===== src/design/rcs_pkg.sv =====
// Package with register map, field positions, encodings and timing constants.
`default_nettype none
package rcs_pkg;
    // --------------------------------------------------------------------
    // Register map (byte addresses on the APB bus).
    // --------------------------------------------------------------------
    localparam logic [11:0] RCS_ADDR_CLK_MODE = 12'h000; // Clock-mode register.
    localparam logic [11:0] RCS_ADDR_TRIM     = 12'h004; // Fast oscillator trim.
    localparam logic [11:0] RCS_ADDR_STATUS   = 12'h008; // Boot and clock status.
    localparam logic [11:0] RCS_ADDR_BOOT_CFG = 12'h00c; // Boot trim directive setup.
    // --------------------------------------------------------------------
    // Clock-mode fields.
    // --------------------------------------------------------------------
    localparam int RCS_BIT_FAST_EN = 4; // Fast oscillator enable.
    localparam int RCS_BIT_SLOW_EN = 2; // Slow oscillator enable.
    localparam int RCS_BIT_SEL_LO  = 3; // Low source/divider select bit.
    localparam int RCS_SEL_HI_TOP  = 7; // Top of the high select field.
    localparam int RCS_SEL_HI_BOT  = 5; // Bottom of the high select field.
    localparam logic [7:0] RCS_CLK_MODE_RESET = 8'hf4; // Slow clock, fast kept on.
    localparam logic [7:0] RCS_CLK_MODE_BOOT_RST = 8'he4; // Slow core, fast off.
    // Select codes {bits 7:5, bit 3}.
    localparam logic [3:0] RCS_SEL_DIV2  = 4'h2; // Encoding 34h.
    localparam logic [3:0] RCS_SEL_DIV4  = 4'h0; // Encoding 14h.
    localparam logic [3:0] RCS_SEL_DIV8  = 4'h3; // Encoding 3Ch.
    localparam logic [3:0] RCS_SEL_DIV16 = 4'h1; // Encoding 1Ch.
    localparam logic [3:0] RCS_SEL_DIV32 = 4'h7; // Encoding 7Ch.
    localparam logic [3:0] RCS_SEL_SLOW  = 4'he; // Encodings E4h and F4h.
    // --------------------------------------------------------------------
    // Trim and timing.
    // --------------------------------------------------------------------
    localparam logic [7:0]  RCS_TRIM_RESET      = 8'h80; // Mid-scale, uncalibrated.
    localparam int          RCS_TRIM_MHZ_MIN    = 14;    // Lowest trim target.
    localparam int          RCS_TRIM_MHZ_MAX    = 18;    // Highest trim target.
    localparam int          RCS_TRIM_MHZ_NOM    = 16;    // Usual trim target.
    localparam int          RCS_BOOT_SLOW_CYC   = 3000;  // Boot delay in slow cycles.
    localparam int          RCS_CLK_MHZ         = 125;   // System clock rate.
    localparam int          RCS_SLOW_KHZ        = 40;    // Slow oscillator model rate.
    localparam int          RCS_SLOW_DIV        = (RCS_CLK_MHZ * 1000) / RCS_SLOW_KHZ;
    localparam int          RCS_STATUS_BOOTED   = 0;     // Status: program may run.
    localparam int          RCS_STATUS_FAST_SEL = 1;     // Status: core on fast clock.
    localparam int          RCS_STATUS_WDT_EN   = 2;     // Status: watchdog enabled.
    localparam int          RCS_STATUS_AUX_IN   = 3;     // Status: aux pin is input.
endpackage
`default_nettype wire


===== src/design/rcs_divider.sv =====
// Enable-pulse divider used for the oscillator model rates.
`default_nettype none
module rcs_divider
    import rcs_pkg::*;
#(
    parameter int WIDTH = 16 // Counter width.
)
(
    input  wire logic             clk,      // System clock.
    input  wire logic             reset_n,  // Synchronous reset, active low.
    input  wire logic             run,      // Divider runs while high.
    input  wire logic [WIDTH-1:0] period,   // Pulse spacing minus one.
    output var  logic             tick      // One-cycle enable pulse.
);
    // --------------------------------------------------------------------
    // Counter.
    // --------------------------------------------------------------------
    logic [WIDTH-1:0] count;      // Cycles since the last pulse.
    logic [WIDTH-1:0] next_count; // Next counter value.
    logic             next_tick;  // Next pulse value.

    // A stopped divider restarts from zero so its first pulse is a full period late.
    always_comb
    begin
        next_count = count;
        next_tick  = 1'b0;
        if (!run)
        begin
            next_count = '0;
        end
        else if (count >= period)
        begin
            next_count = '0;
            next_tick  = 1'b1;
        end
        else
        begin
            next_count = count + 1'b1;
        end
    end

    // Registers only.
    always_ff @(posedge clk)
    begin
        if (!reset_n)
        begin
            count <= '0;
            tick  <= 1'b0;
        end
        else
        begin
            count <= next_count;
            tick  <= next_tick;
        end
    end
endmodule
`default_nettype wire


===== src/design/rcs_clock_ctrl.sv =====
// Core clock source selection, oscillator enables, trim and boot delay.
//
// What this block does
// - Bit 4 enables fast, bit 2 slow oscillator.
// - After a boot without trim directive only slow oscillator runs.
// - Hold execution 3000 slow cycles after reset.
// - Write 34h: fast divided by two.
// - Write 14h: fast divided by four.
// - 3Ch, 1Ch, 7Ch: divide by 8/16/32.
// - Write E4h: slow clock, fast off.
// - Write F4h: slow clock, fast kept on.
// - Writes accepted anytime, take effect immediately.
// - Trim register for fast oscillator, nominal 16MHz.
// - Trim 14 to 18 MHz; dividers 2..32.
// - Trim boot: watchdog off, slow per bit 2 of directive mode, pin input.
// - No trim boot: reset clock mode, watchdog on.
//
// The register addresses and the APB interface to the registers were chosen for this implementation.

`default_nettype none
module rcs_clock_ctrl
    import rcs_pkg::*;
#(
    parameter int FAST_DIV = 8,            // System cycles per fast oscillator tick.
    parameter int SLOW_DIV = RCS_SLOW_DIV, // System cycles per slow oscillator tick.
    parameter int BOOT_CYC = RCS_BOOT_SLOW_CYC // Boot delay in slow ticks.
)
(
    input  wire logic        clk,            // System clock, 125 MHz.
    input  wire logic        reset_n,        // Synchronous reset, active low.
    input  wire logic        psel,           // APB select.
    input  wire logic        penable,        // APB enable.
    input  wire logic        pwrite,         // APB direction.
    input  wire logic [11:0] paddr,          // APB byte address.
    input  wire logic [31:0] pwdata,         // APB write data.
    input  wire logic [3:0]  pstrb,          // APB byte strobes.
    output var  logic [31:0] prdata,         // APB read data.
    output var  logic        pready,         // APB ready.
    output var  logic        pslverr,        // APB error.
    output var  logic        fast_rc_osc_en, // Fast oscillator running.
    output var  logic        slow_rc_osc_en, // Slow oscillator running.
    output var  logic        core_clock_en,  // One-cycle core clock enable.
    output var  logic        core_run,       // Program may execute.
    output var  logic        wdt_enable,     // Watchdog enabled after boot.
    output var  logic        aux_reset_port_pin_in // Aux pin forced to input.
);

    // --------------------------------------------------------------------
    // Helpers.
    // --------------------------------------------------------------------
    // Decodes the core divider (period minus one, in fast ticks) from a mode.
    // Slow-source codes return zero; the caller never uses the value then.
    function automatic logic [4:0] fast_period(input logic [7:0] mode);
        logic [3:0] sel;
        sel = {mode[RCS_SEL_HI_TOP:RCS_SEL_HI_BOT], mode[RCS_BIT_SEL_LO]};
        unique case (sel)
            RCS_SEL_DIV2:  fast_period = 5'd1;
            RCS_SEL_DIV4:  fast_period = 5'd3;
            RCS_SEL_DIV8:  fast_period = 5'd7;
            RCS_SEL_DIV16: fast_period = 5'd15;
            RCS_SEL_DIV32: fast_period = 5'd31;
            default:       fast_period = 5'd0;
        endcase
    endfunction

    // True when the mode selects the fast oscillator as core source.
    function automatic logic is_fast_sel(input logic [7:0] mode);
        logic [3:0] sel;
        sel = {mode[RCS_SEL_HI_TOP:RCS_SEL_HI_BOT], mode[RCS_BIT_SEL_LO]};
        is_fast_sel = (sel == RCS_SEL_DIV2) || (sel == RCS_SEL_DIV4) ||
                      (sel == RCS_SEL_DIV8) || (sel == RCS_SEL_DIV16) ||
                      (sel == RCS_SEL_DIV32);
    endfunction

    // --------------------------------------------------------------------
    // State.
    // --------------------------------------------------------------------
    typedef enum {ST_BOOT, ST_APPLY, ST_RUN} rcs_boot_e;

    // Software-visible register state.
    logic [7:0]  clk_mode;       // Clock-mode register.
    logic [7:0]  next_clk_mode;  // Next clock-mode value.
    logic [7:0]  trim;           // Fast oscillator trim code.
    logic [7:0]  next_trim;      // Next trim code.
    logic [7:0]  boot_mode;      // Mode the boot trim directive installs.
    logic [7:0]  next_boot_mode; // Next boot mode value.
    logic        boot_trim;      // Boot trim directive in use.
    logic        next_boot_trim; // Next directive flag.

    // Boot sequencer and core divider state.
    rcs_boot_e   state;          // Boot sequencer state.
    rcs_boot_e   next_state;     // Next sequencer state.
    logic [11:0] boot_cnt;       // Slow ticks counted during boot.
    logic [11:0] next_boot_cnt;  // Next boot count.
    logic [4:0]  core_cnt;       // Fast ticks since last core pulse.
    logic [4:0]  next_core_cnt;  // Next core count.

    // Next values of the output flops.
    logic        next_core_en;   // Next core enable pulse.
    logic        next_wdt;       // Next watchdog enable.
    logic        next_aux_in;    // Next aux pin input force.
    logic [31:0] next_prdata;    // Next read data.
    logic        next_pready;    // Next ready.
    logic        next_pslverr;   // Next error.

    // Oscillator ticks and bus decode.
    logic        fast_tick;      // Fast oscillator model tick.
    logic        slow_tick;      // Slow oscillator model tick.
    logic        acc;            // Access phase of a transfer.
    logic        hit;            // Address maps to a register.

    // --------------------------------------------------------------------
    // Oscillator models.
    // --------------------------------------------------------------------
    // Each oscillator only ticks while its enable bit is set.
    // A restarted oscillator gives its first tick a full period late.
    rcs_divider #(.WIDTH(16)) u_fast
    (
        .clk     (clk),
        .reset_n (reset_n),
        .run     (clk_mode[RCS_BIT_FAST_EN]),
        .period  (16'(FAST_DIV - 1)),
        .tick    (fast_tick)
    );

    rcs_divider #(.WIDTH(16)) u_slow
    (
        .clk     (clk),
        .reset_n (reset_n),
        .run     (clk_mode[RCS_BIT_SLOW_EN]),
        .period  (16'(SLOW_DIV - 1)),
        .tick    (slow_tick)
    );

    // --------------------------------------------------------------------
    // APB slave and register file.
    // --------------------------------------------------------------------
    // One wait state: pready rises one cycle after the access phase starts.
    // Gating with pready keeps one access phase from being taken twice.
    assign acc = psel && penable && !pready;
    assign hit = (paddr == RCS_ADDR_CLK_MODE) || (paddr == RCS_ADDR_TRIM) ||
                 (paddr == RCS_ADDR_STATUS) || (paddr == RCS_ADDR_BOOT_CFG);

    // Register writes, read data and the bus answer of one access phase.
    // The boot directive comes last, so it wins over a write in the same cycle.
    always_comb
    begin
        next_clk_mode  = clk_mode;
        next_trim      = trim;
        next_boot_mode = boot_mode;
        next_boot_trim = boot_trim;
        next_prdata    = prdata;
        next_pready    = acc;
        next_pslverr   = acc && !hit;
        if (acc && pwrite && pstrb[0])
        begin
            // The mode is stored as written, so a switch lands the next cycle.
            // Software must not switch and stop the old source in one write.
            unique case (paddr)
                RCS_ADDR_CLK_MODE: next_clk_mode = pwdata[7:0];
                RCS_ADDR_TRIM:     next_trim     = pwdata[7:0];
                RCS_ADDR_BOOT_CFG:
                begin
                    next_boot_mode = pwdata[7:0];
                    next_boot_trim = pwdata[8] && pstrb[1];
                end
                default:           next_trim     = trim;
            endcase
        end
        if (acc && !pwrite)
        begin
            // Unmapped reads return zero together with pslverr.
            unique case (paddr)
                RCS_ADDR_CLK_MODE: next_prdata = {24'h000000, clk_mode};
                RCS_ADDR_TRIM:     next_prdata = {24'h000000, trim};
                RCS_ADDR_STATUS:   next_prdata = {28'h0000000, aux_reset_port_pin_in,
                                                  wdt_enable, is_fast_sel(clk_mode),
                                                  core_run};
                RCS_ADDR_BOOT_CFG: next_prdata = {23'h000000, boot_trim, boot_mode};
                default:           next_prdata = 32'h00000000;
            endcase
        end
        // The boot sequencer installs the directive's mode when boot ends.
        if (state == ST_APPLY && boot_trim)
        begin
            next_clk_mode = boot_mode;
        end
    end

    // --------------------------------------------------------------------
    // Boot sequencer and core clock enable.
    // --------------------------------------------------------------------
    // Boot only counts slow ticks; the fast oscillator stays off until written.
    // A reset in mid-run restarts the whole boot delay.
    always_comb
    begin
        next_state    = state;
        next_boot_cnt = boot_cnt;
        next_wdt      = wdt_enable;
        next_aux_in   = aux_reset_port_pin_in;
        unique case (state)
            ST_BOOT:
            begin
                if (slow_tick)
                begin
                    next_boot_cnt = boot_cnt + 12'h001;
                    if (boot_cnt == 12'(BOOT_CYC - 1))
                    begin
                        next_state = ST_APPLY;
                    end
                end
            end
            ST_APPLY:
            begin
                next_state  = ST_RUN;
                next_wdt    = !boot_trim;
                next_aux_in = boot_trim;
            end
            ST_RUN:
            begin
                // Only reset leaves the run state.
                next_state = ST_RUN;
            end
        endcase

        // The core pulse follows the current mode at once, with no resync delay.
        // A switch in mid-count may shorten the first core period, but only
        // whole enable pulses ever leave the block.
        next_core_cnt = core_cnt;
        next_core_en  = 1'b0;
        if (state == ST_RUN)
        begin
            if (is_fast_sel(clk_mode))
            begin
                if (fast_tick)
                begin
                    if (core_cnt >= fast_period(clk_mode))
                    begin
                        next_core_cnt = 5'd0;
                        next_core_en  = 1'b1;
                    end
                    else
                    begin
                        next_core_cnt = core_cnt + 5'd1;
                    end
                end
            end
            else
            begin
                next_core_cnt = 5'd0;
                next_core_en  = slow_tick;
            end
        end
    end

    // Registers only. The enables follow the mode register at the same edge
    // that stores a write, together with pready.
    always_ff @(posedge clk)
    begin
        if (!reset_n)
        begin
            // Reset gives the no-directive state: slow core, fast off.
            clk_mode              <= RCS_CLK_MODE_BOOT_RST;
            trim                  <= RCS_TRIM_RESET;
            boot_mode             <= RCS_CLK_MODE_BOOT_RST;
            boot_trim             <= 1'b0;
            state                 <= ST_BOOT;
            boot_cnt              <= 12'h000;
            core_cnt              <= 5'd0;
            core_clock_en         <= 1'b0;
            core_run              <= 1'b0;
            wdt_enable            <= 1'b1;
            aux_reset_port_pin_in <= 1'b0;
            prdata                <= 32'h00000000;
            pready                <= 1'b0;
            pslverr               <= 1'b0;
            fast_rc_osc_en        <= 1'b0;
            slow_rc_osc_en        <= 1'b1;
        end
        else
        begin
            clk_mode              <= next_clk_mode;
            trim                  <= next_trim;
            boot_mode             <= next_boot_mode;
            boot_trim             <= next_boot_trim;
            state                 <= next_state;
            boot_cnt              <= next_boot_cnt;
            core_cnt              <= next_core_cnt;
            core_clock_en         <= next_core_en;
            core_run              <= (next_state == ST_RUN);
            wdt_enable            <= next_wdt;
            aux_reset_port_pin_in <= next_aux_in;
            prdata                <= next_prdata;
            pready                <= next_pready;
            pslverr               <= next_pslverr;
            fast_rc_osc_en        <= next_clk_mode[RCS_BIT_FAST_EN];
            slow_rc_osc_en        <= next_clk_mode[RCS_BIT_SLOW_EN];
        end
    end
endmodule
`default_nettype wire


===== config.mk =====
export PLATFORM = sky130hd
export DESIGN_NAME = rcs_clock_ctrl
export DESIGN_NICKNAME = d
export VERILOG_FILES = /design/src/design/rcs_pkg.sv /design/src/design/rcs_divider.sv /design/src/design/rcs_clock_ctrl.sv
export SDC_FILE = /design/constraint.sdc
export NUM_CORES = 1
export LEC_CHECK = 0
export ABC_CLOCK_PERIOD_IN_PS = 2400
export BUFFER_PORTS_ARGS = -buffer_cell sky130_fd_sc_hd__buf_4
export CELL_PAD_IN_SITES_DETAIL_PLACEMENT = 0
export CELL_PAD_IN_SITES_GLOBAL_PLACEMENT = 2
export CORE_ASPECT_RATIO = 0.6
export CORE_MARGIN = 1.5
export CORE_UTILIZATION = 35
export CTS_BUF_LIST = sky130_fd_sc_hd__clkbuf_4 sky130_fd_sc_hd__clkbuf_8 sky130_fd_sc_hd__clkbuf_16
export CTS_CLUSTER_SIZE = 40
export DETAILED_ROUTE_END_ITERATION = 12
export PLACE_DENSITY_LB_ADDON = 0.1
export SLEW_MARGIN = 10
export SYNTH_ARGS = -nofsm -noshare
export SYNTH_HDL_FRONTEND = slang
export SYNTH_HIERARCHICAL = 1
export SYNTH_SLANG_ARGS = --single-unit

===== constraint.sdc =====
create_clock -name clk -period 2.4 [get_ports clk]
set_input_delay 0.12 -clock clk [delete_from_list [all_inputs] [get_ports clk]]
set_output_delay 0.12 -clock clk [all_outputs]
set_load 0.01 [all_outputs]

==> results of run 1 <==
## kinds of logic after synthesis
group                    count (synthesis)  share of synthesized area [%]
AND/OR/NAND/NOR                        272                          24.74
flip-flops                             123                          38.83
buffers and inverters                  106                          8.031
AO/OA/AOI/OAI                           92                          9.747
adder cells (fa/ha/maj)                 41                          8.090
multiplexers                            34                          6.156
XOR/XNOR                                31                          4.282
other                                    2                         0.1184
## metrics by stage
step | hold slack [ps] | util (%) | cell area, um^2 | power, mW | worst slack, ps
CTS | 7.588 | 44.21 | 7716 | 4.999 | 162.8
detailed placement | 366.3 | 40.24 | 7023 | 2.304 | 191.0
global route | 13.70 | 44.22 | 7717 | 5.141 | 28.64
floorplan | 245.1 | - | 6540 | 2.254 | 314.5
global placement | 354.6 | 40.24 | 7023 | 2.300 | 235.3
finish | 22.26 | 44.22 | 7717 | 4.931 | 180.2
## area by class of cell
| type | count | area share (%) |
|---|---|---|
| clock inverter | 15 | 2.432 |
| sequential | 123 | 31.92 |
| multi-input combinational | 525 | 46.30 |
| tap | 234 | 3.794 |
| inverter | 53 | 2.578 |
| timing repair buffer | 74 | 7.458 |
| clock buffer | 17 | 5.512 |
## routing by layer
metal / track usage (%) / part of all wire (%) / up-vias
met3: 3.390 / 3.8 / 4
li1: - / - / 2661
met2: 25.38 / 42 / 85
met1: 25.28 / 54 / 2415
met4: 4.782 / 0.38 / 0
met5: 0 / 0 / -
## timing repair
item | 4_1_cts | 5_1_grt
endpoints found under the setup margin | 0 | 1
hold buffers | 8 | 0
gates resized for setup | 0 | 2
buffers inserted | 0 | 0
endpoints found under the hold margin | 15 | 0
## how the worst max path moves through the flow
stage                  end  slack, ps  cells after the start
6_report       u_fast/tick        180                      4
3_5_place_dp   u_fast/tick        190                      4
3_3_place_gp   u_fast/tick        240                      4
4_1_cts        core_cnt[4]        160                     10
5_1_grt        u_fast/tick         30                      4
2_1_floorplan  core_cnt[4]        310                      9
## worst max-delay path: cells and delay by family, from the launching register on
family                   cells  cell delay (ps)
AND/OR/NAND/NOR              2             1220
flip-flops                   1              350
adder cells (fa/ha/maj)      1              310
AO/OA/AOI/OAI                1              280
## layout by cell type, fill, tap and decap left out, types with 3 or more instances in the layout
| master | synthesis | routed |
|---|---|---|
| conb_1 | 2 | 55 |
| xor2_1 | 5 | 5 |
| nor3_1 | 22 | 21 |
| o22ai_1 | 3 | 3 |
| clkinv_4 | 0 | 3 |
| nand4_1 | 19 | 19 |
| nor4_4 | 5 | 5 |
| nor4_1 | 44 | 44 |
| xnor2_1 | 26 | 26 |
| a21o_1 | 3 | 3 |
| dfxtp_1 | 123 | 122 |
| and4_1 | 3 | 3 |
| inv_6 | 0 | 5 |
| clkbuf_16 | 0 | 17 |
| ha_1 | 41 | 41 |
| nand2b_1 | 5 | 5 |
| mux4_2 | 4 | 4 |
| nor2_1 | 30 | 30 |
| buf_4 | 23 | 66 |
| nand2_1 | 57 | 57 |
| bufinv_16 | 0 | 3 |
| or3_1 | 7 | 7 |
| or4_1 | 4 | 4 |
| a31oi_1 | 4 | 4 |
| nand3_1 | 25 | 25 |
| and3_1 | 32 | 32 |
| a2111oi_2 | 5 | 5 |
| mux2i_1 | 30 | 30 |
| o21ai_0 | 22 | 21 |
| inv_1 | 52 | 52 |
| a21oi_1 | 36 | 36 |
| dlygate4sd3_1 | 0 | 8 |
| clkinvlp_4 | 0 | 3 |
## where the power goes
| part | switching (mW) | internal (mW) | total (mW) | leakage, nW |
|---|---|---|---|---|
| logic | 0.128 | 0.0877 | 0.216 | 2.03 |
| registers | 0.00766 | 2.05 | 2.06 | 0.992 |
| clock network | 1.01 | 1.65 | 2.66 | 0.291 |
| total | 1.14 | 3.79 | 4.93 | 3.31 |
## sequential cells by signal, indices dropped and copies added (netlist names)
| register | count |
|---|---|
| core_run | 1 |
| clk_mode | 7 |
| core_clock_en | 1 |
| u_fast/count | 16 |
| fast_rc_osc_en | 1 |
| u_slow/tick | 1 |
| wdt_enable | 1 |
| u_fast/tick | 1 |
| u_slow/count | 16 |
| state | 32 |
| pslverr | 1 |
| pready | 1 |
| prdata | 9 |
| core_cnt | 5 |
| aux_reset_port_pin_in | 1 |
| boot_mode | 8 |
| trim | 8 |
| boot_cnt | 12 |
| boot_trim | 1 |
==> results.md, run 1 <==
### Worst setup path
• **Worst R2R Setup Slack** 180 ps
• **reg-to-reg critical path startpoint** u_fast/count[13]
• **critical path launch point type** flop
• **critical path fanouts, max** 17
• **arrival time worst endpoint** 2560 ps
• **CP Launch Point** u_fast/count[13]
• **nature of the critical path endpoint** flop
• **crit-path cells** ha_1 > nand4_1 > nor3_2 > o311a_1
• **Worst R2R End** u_fast/tick
• **Worst Reg2Reg Path Length in Cells** 4
• **Slowest-stage cell, CP** nor3_2
• **worst setup path class** reg -> reg
• **delay of the slowest critical-path stage** 1010 ps
• **required time of the worst setup path** 2740 ps

### Placement
• **count of placed standard cells including taps** 1,001
• **estimated wirelength of the detail-placed design** 10,820 um
• **final weighted congestion of routability-driven global placement** 0.7701
• **port buffer count** 44

### Finish
• **number of nets in the final layout** 888
• **count of antenna diodes in the layout** 0
• **Cell Count, Final, Fillers Out** 1,041
• **Area growth, synth to finish** 21.70%
• **layout cell share with drive strength beyond 1** 15.49%
• **sequential standard cell area** 2464 um^2
• **footprint of the multi-input gates** 3573 um^2
• **layout filler cell count** 1,667

### Yosys
• **post-synth cell types** 58
• **register area share after synthesis** 38.83%
• **biggest area consumer among synthesized cells** dfxtp_1
• **ranking of synthesized cells by instance count** 123 x dfxtp_1, 57 x nand2_1, 52 x inv_1, 44 x nor4_1, 41 x ha_1
• **total of warnings raised by yosys** 6
• **netlist area before placement** 6341 um^2
• **most used flip-flop cell after synthesis** dfxtp_1
• **Synth Area per Inst** 9.046 um^2
• **cell types occupying the most area after synthesis** dfxtp_1 39%, ha_1 8.1%, mux2i_1 4.7%
• **cell with the most instances after synthesis** dfxtp_1
• **Synth async-reset ratio** 0%
• **Post-Synthesis Cells** 701
• **area share of the leading cell type in the synthesized netlist** 38.83%
• **register bit total from synthesis** 123
• **number of enable-type register cells in the synthesized netlist** 0

### Clocking
• **clock-pin slew of the registers on the worst-case setup and hold paths** 60 ps
• **insertion delay of the later-clocked pin in the worst-skew pair** 410 ps
• **total number of clock tree sinks** 123
• **buffers from clock root to sink, at most** 2
• **clock tree from TritonCTS** built
• **clock root cell** clkbuf_16
• **number of CTS-inserted buffers** 17
• **number of H-tree branching levels** 4

### Floorplan
• **initial cell density of the core** 36.33%
• **Die ar.** 18,960 um^2
• **Std-Cell Rows** 37
• **core area** 17,450 um^2
• **DIE HEIGHT** 107.3 um
• **die extent in x** 176.8 um
• **ports placed on the boundary** 93

### STA
• **unrepaired setup endpoints after global routing** false
• **final hold viol count** 0
• **Layout Skew** 16.11 ps
• **final critical-path share of the clock period** 92.49%
• **actual slew at the worst max-slew pin** 1178 ps
• **Final TNS setup** 0 ps
• **worst-case headroom to the max-slew limit** 21.01%
• **min Tclk post-route** 2220 ps
• **final count of negative-setup-slack endpoints** 0
• **final max-slew violation count** 0
• **highest clock rate** 450.5 MHz

### Drt
• **total number of vias** 5,165
• **Antenna Violating Nets Remaining** 0
• **First-pass DRT Iterations** 4
• **total wirelength of the detailed-routed design** 15,100 um
• **Vias per Instance** 4.962
• **average wire per cell in the routed design** 14.50 um
• **DRC Markers** 0
• **Starting DRT DRC Count** 307

### GRT
• **overall routing resource usage** 17.23%
• **number of global-route vias before repair** 5,059
• **sum of overflow across all layers after global routing** 0
• **antenna violations before repair** 0
• **global-route wire length before repair** 25,860 um
• **pin count of the biggest net entering global routing** 39

### Pwr
• **Leak Pwr** 3.311 nW
• **worst-case vdd ir drop** 395.4 uV
• **Pwr per Cell Area** 639.0 nW/um^2

### Hold path
• **end point of the most critical hold path** pslverr
• **hold wc startpoint** paddr[11]
• **count of cells along the worst hold path** 3
• **Hold/Removal Path Class** in -> reg

### Run
• **MaxCap Viol Count** 0

### Outcome
• **result of the run** completed

Power figures use the tool's default switching activity.
==> inputs of run 2 (changes only) <==
- ABC_CLOCK_PERIOD_IN_PS: 2400 -> 2200
- CORE_MARGIN: 1.5 -> 4
- clock period: 2.4 -> 2.2 ns (I/O delays scaled with it)
==> run 2 against run 1 <==
  * Clock power is 9.8% higher
  * Combinational power up 10%
  * Total power up 9.5%
  * Utilization increased by 0.92 points
  * Sequential share of layout area down 0.67 points
  * Setup slack got worse by 32 ps
  * First-iteration DRC count down 29%
  * Critical path type unchanged
  * Highest routed layer unchanged
==> results.md, run 2 (synthesis results as in run 1) <==
### Clocking
• **number of CTS-inserted buffers** 17
• **insertion delay of the later-clocked pin in the worst-skew pair** 410 ps
• **buffers from clock root to sink, at most** 2
• **clock tree from TritonCTS** built
• **total number of clock tree sinks** 123
• **clock root cell** clkbuf_16
• **number of H-tree branching levels** 4
• **clock-pin slew of the registers on the worst-case setup and hold paths** 60 ps

### Floorplan
• **die extent in x** 181.8 um
• **Std-Cell Rows** 37
• **ports placed on the boundary** 93
• **Die ar.** 20,410 um^2
• **DIE HEIGHT** 112.3 um
• **core area** 17,450 um^2
• **initial cell density of the core** 36.33%

### Worst setup path
• **Worst R2R Setup Slack** 150 ps
• **Worst Reg2Reg Path Length in Cells** 6
• **critical path launch point type** flop
• **critical path fanouts, max** 16
• **Worst R2R End** u_fast/count[11]
• **required time of the worst setup path** 2460 ps
• **arrival time worst endpoint** 2310 ps
• **reg-to-reg critical path startpoint** u_fast/count[11]
• **Slowest-stage cell, CP** a211o_1
• **worst setup path class** reg -> reg
• **delay of the slowest critical-path stage** 380 ps
• **crit-path cells** ha_1 > nand4_1 > a211o_1 > o311ai_2 > buf_4 > nor4_1
• **nature of the critical path endpoint** flop

### Placement
• **port buffer count** 44
• **final weighted congestion of routability-driven global placement** 0.7577
• **estimated wirelength of the detail-placed design** 11,040 um

### STA
• **Layout Skew** 8.554 ps
• **actual slew at the worst max-slew pin** 688.8 ps
• **final max-slew violation count** 0
• **final hold viol count** 0
• **worst-case hold slack** 58.79 ps
• **min Tclk post-route** 2052 ps
• **final critical-path share of the clock period** 93.26%
• **worst-case headroom to the max-slew limit** 53.93%
• **Final TNS setup** 0 ps
• **final count of negative-setup-slack endpoints** 0
• **highest clock rate** 487.4 MHz

### Drt
• **total number of vias** 5,192
• **total wirelength of the detailed-routed design** 15,160 um
• **average wire per cell in the routed design** 14.37 um
• **Starting DRT DRC Count** 217
• **Antenna Violating Nets Remaining** 0
• **DRC Markers** 0
• **First-pass DRT Iterations** 5
• **Vias per Instance** 4.921

### Finish
• **count of antenna diodes in the layout** 0
• **top library cells by usage in the layout, fill and taps aside** 123 x dfxtp_1, 79 x buf_4, 56 x nand2_1
• **layout cell share with drive strength beyond 1** 17.30%
• **most common cell after layout, fill and taps aside** dfxtp_1
• **number of flip-flops under the largest register name** 32
• **register ranked first by flip-flop count** state
• **Area growth, synth to finish** 24.25%
• **registers with the highest flip-flop counts** state (32), u_fast/count (16), u_slow/count (16)
• **number of nets in the final layout** 902
• **utilization after layout** 45.14%

### Pwr
• **sequential share of power** 41.5%
• **Switching Share** 22.61%
• **fraction of power consumed by combinational cells** 4.4%
• **Pwr per Cell Area** 685.4 nW/um^2
• **clock group share of total power** 54.1%
• **worst-case vdd ir drop** 535.8 uV
• **Leak Pwr** 3.402 nW
• **power spent charging and discharging nets** 1.221 mW
• **cell-internal power** 4.180 mW

### GRT
• **sum of overflow across all layers after global routing** 0
• **global-route wire length before repair** 25,070 um
• **antenna violations before repair** 0
• **highest-utilization routing layer at the global route stage** met2
• **overall routing resource usage** 14.77%
• **number of global-route vias before repair** 5,043
• **fraction of met2 tracks used by global routing** 22.23%
• **global-route track usage on met1** 21.24%
• **met3 track demand over resource** 3.400%
• **pin count of the biggest net entering global routing** 33

### Hold path
• **Hold/Removal Path Class** in -> reg
• **end point of the most critical hold path** trim[7]
• **hold wc startpoint** reset_n
• **count of cells along the worst hold path** 2

### Outcome
• **result of the run** completed

### Run
• **MaxCap Viol Count** 0

run 2: cell types whose count changed in the layout (fill, tap and decap cells not counted), moves of 2 or more:
cell and delta:
clkinvlp_4 +2, clkbuf_8 +2, inv_6 -4, buf_4 +13
run 2: per-layer routing:
layer | vias to the layer above | routed length, um
li1 | 2677 | -
met1 | 2430 | 8119
met2 | 73 | 6384
met3 | 12 | 531
met4 | 0 | 120
met5 | - | 0
run 2: cell type report:
class                           instances  area, um^2
Sequential cell                       123        2462
Fill cell                            1693        9574
Clock inverter                         13       167.7
Multi-Input combinational cell        525        3611
Clock buffer                           19       452.9
Timing Repair Buffer                   88       693.2
Inverter                               53       198.9
Tap cell                              234       292.8
run 2: power by group through the flow:
stage	logic, mW	registers [mW]	clock network, mW
4_1_cts	0.237	2.24	3.01
2_1_floorplan	0.169	2.29	0
3_3_place_gp	0.221	2.29	0
3_5_place_dp	0.225	2.29	0
6_report	0.238	2.24	2.92
5_1_grt	0.270	2.24	3.11
run 2: worst max-delay path, delay by kind of cell, from the launching register on:
family                   cells  cell delay [ps]
flip-flops                   1              340
buffers and inverters        1              280
AND/OR/NAND/NOR              2              300
adder cells (fa/ha/maj)      1              320
AO/OA/AOI/OAI                2              670
run 2: per-stage QoR:
step           setup slack (ps)  area (um^2)  cells  power (mW)
3_5_place_dp              31.06         7133   1014       2.516
5_1_grt                  -39.84         7879   1055       5.622
6_report                  148.2         7879   1055       5.401
2_1_floorplan             114.5         6540    754       2.458
4_1_cts                   27.51         7834   1054       5.487
3_3_place_gp              82.90         7133   1014       2.512
run 2: repair_timing:
action,CTS,global route
hold endpoints to repair,17,0
hold buffers,8,0
endpoints found under the setup margin,0,22
setup buffers,0,1
resized for setup,0,9
run 2: how the worst max path moves through the flow:
| stage | from | to | slack (ps) |
|---|---|---|---|
| 2_1_floorplan | clk_mode[3] | core_cnt[4] | 110 |
| 3_3_place_gp | clk_mode[3] | core_cnt[4] | 80 |
| 3_5_place_dp | clk_mode[3] | core_cnt[4] | 30 |
| 4_1_cts | clk_mode[3] | core_cnt[4] | 30 |
| 5_1_grt | clk_mode[3] | core_cnt[4] | -40 |
| 6_report | u_fast/count[11] | u_fast/count[11] | 150 |
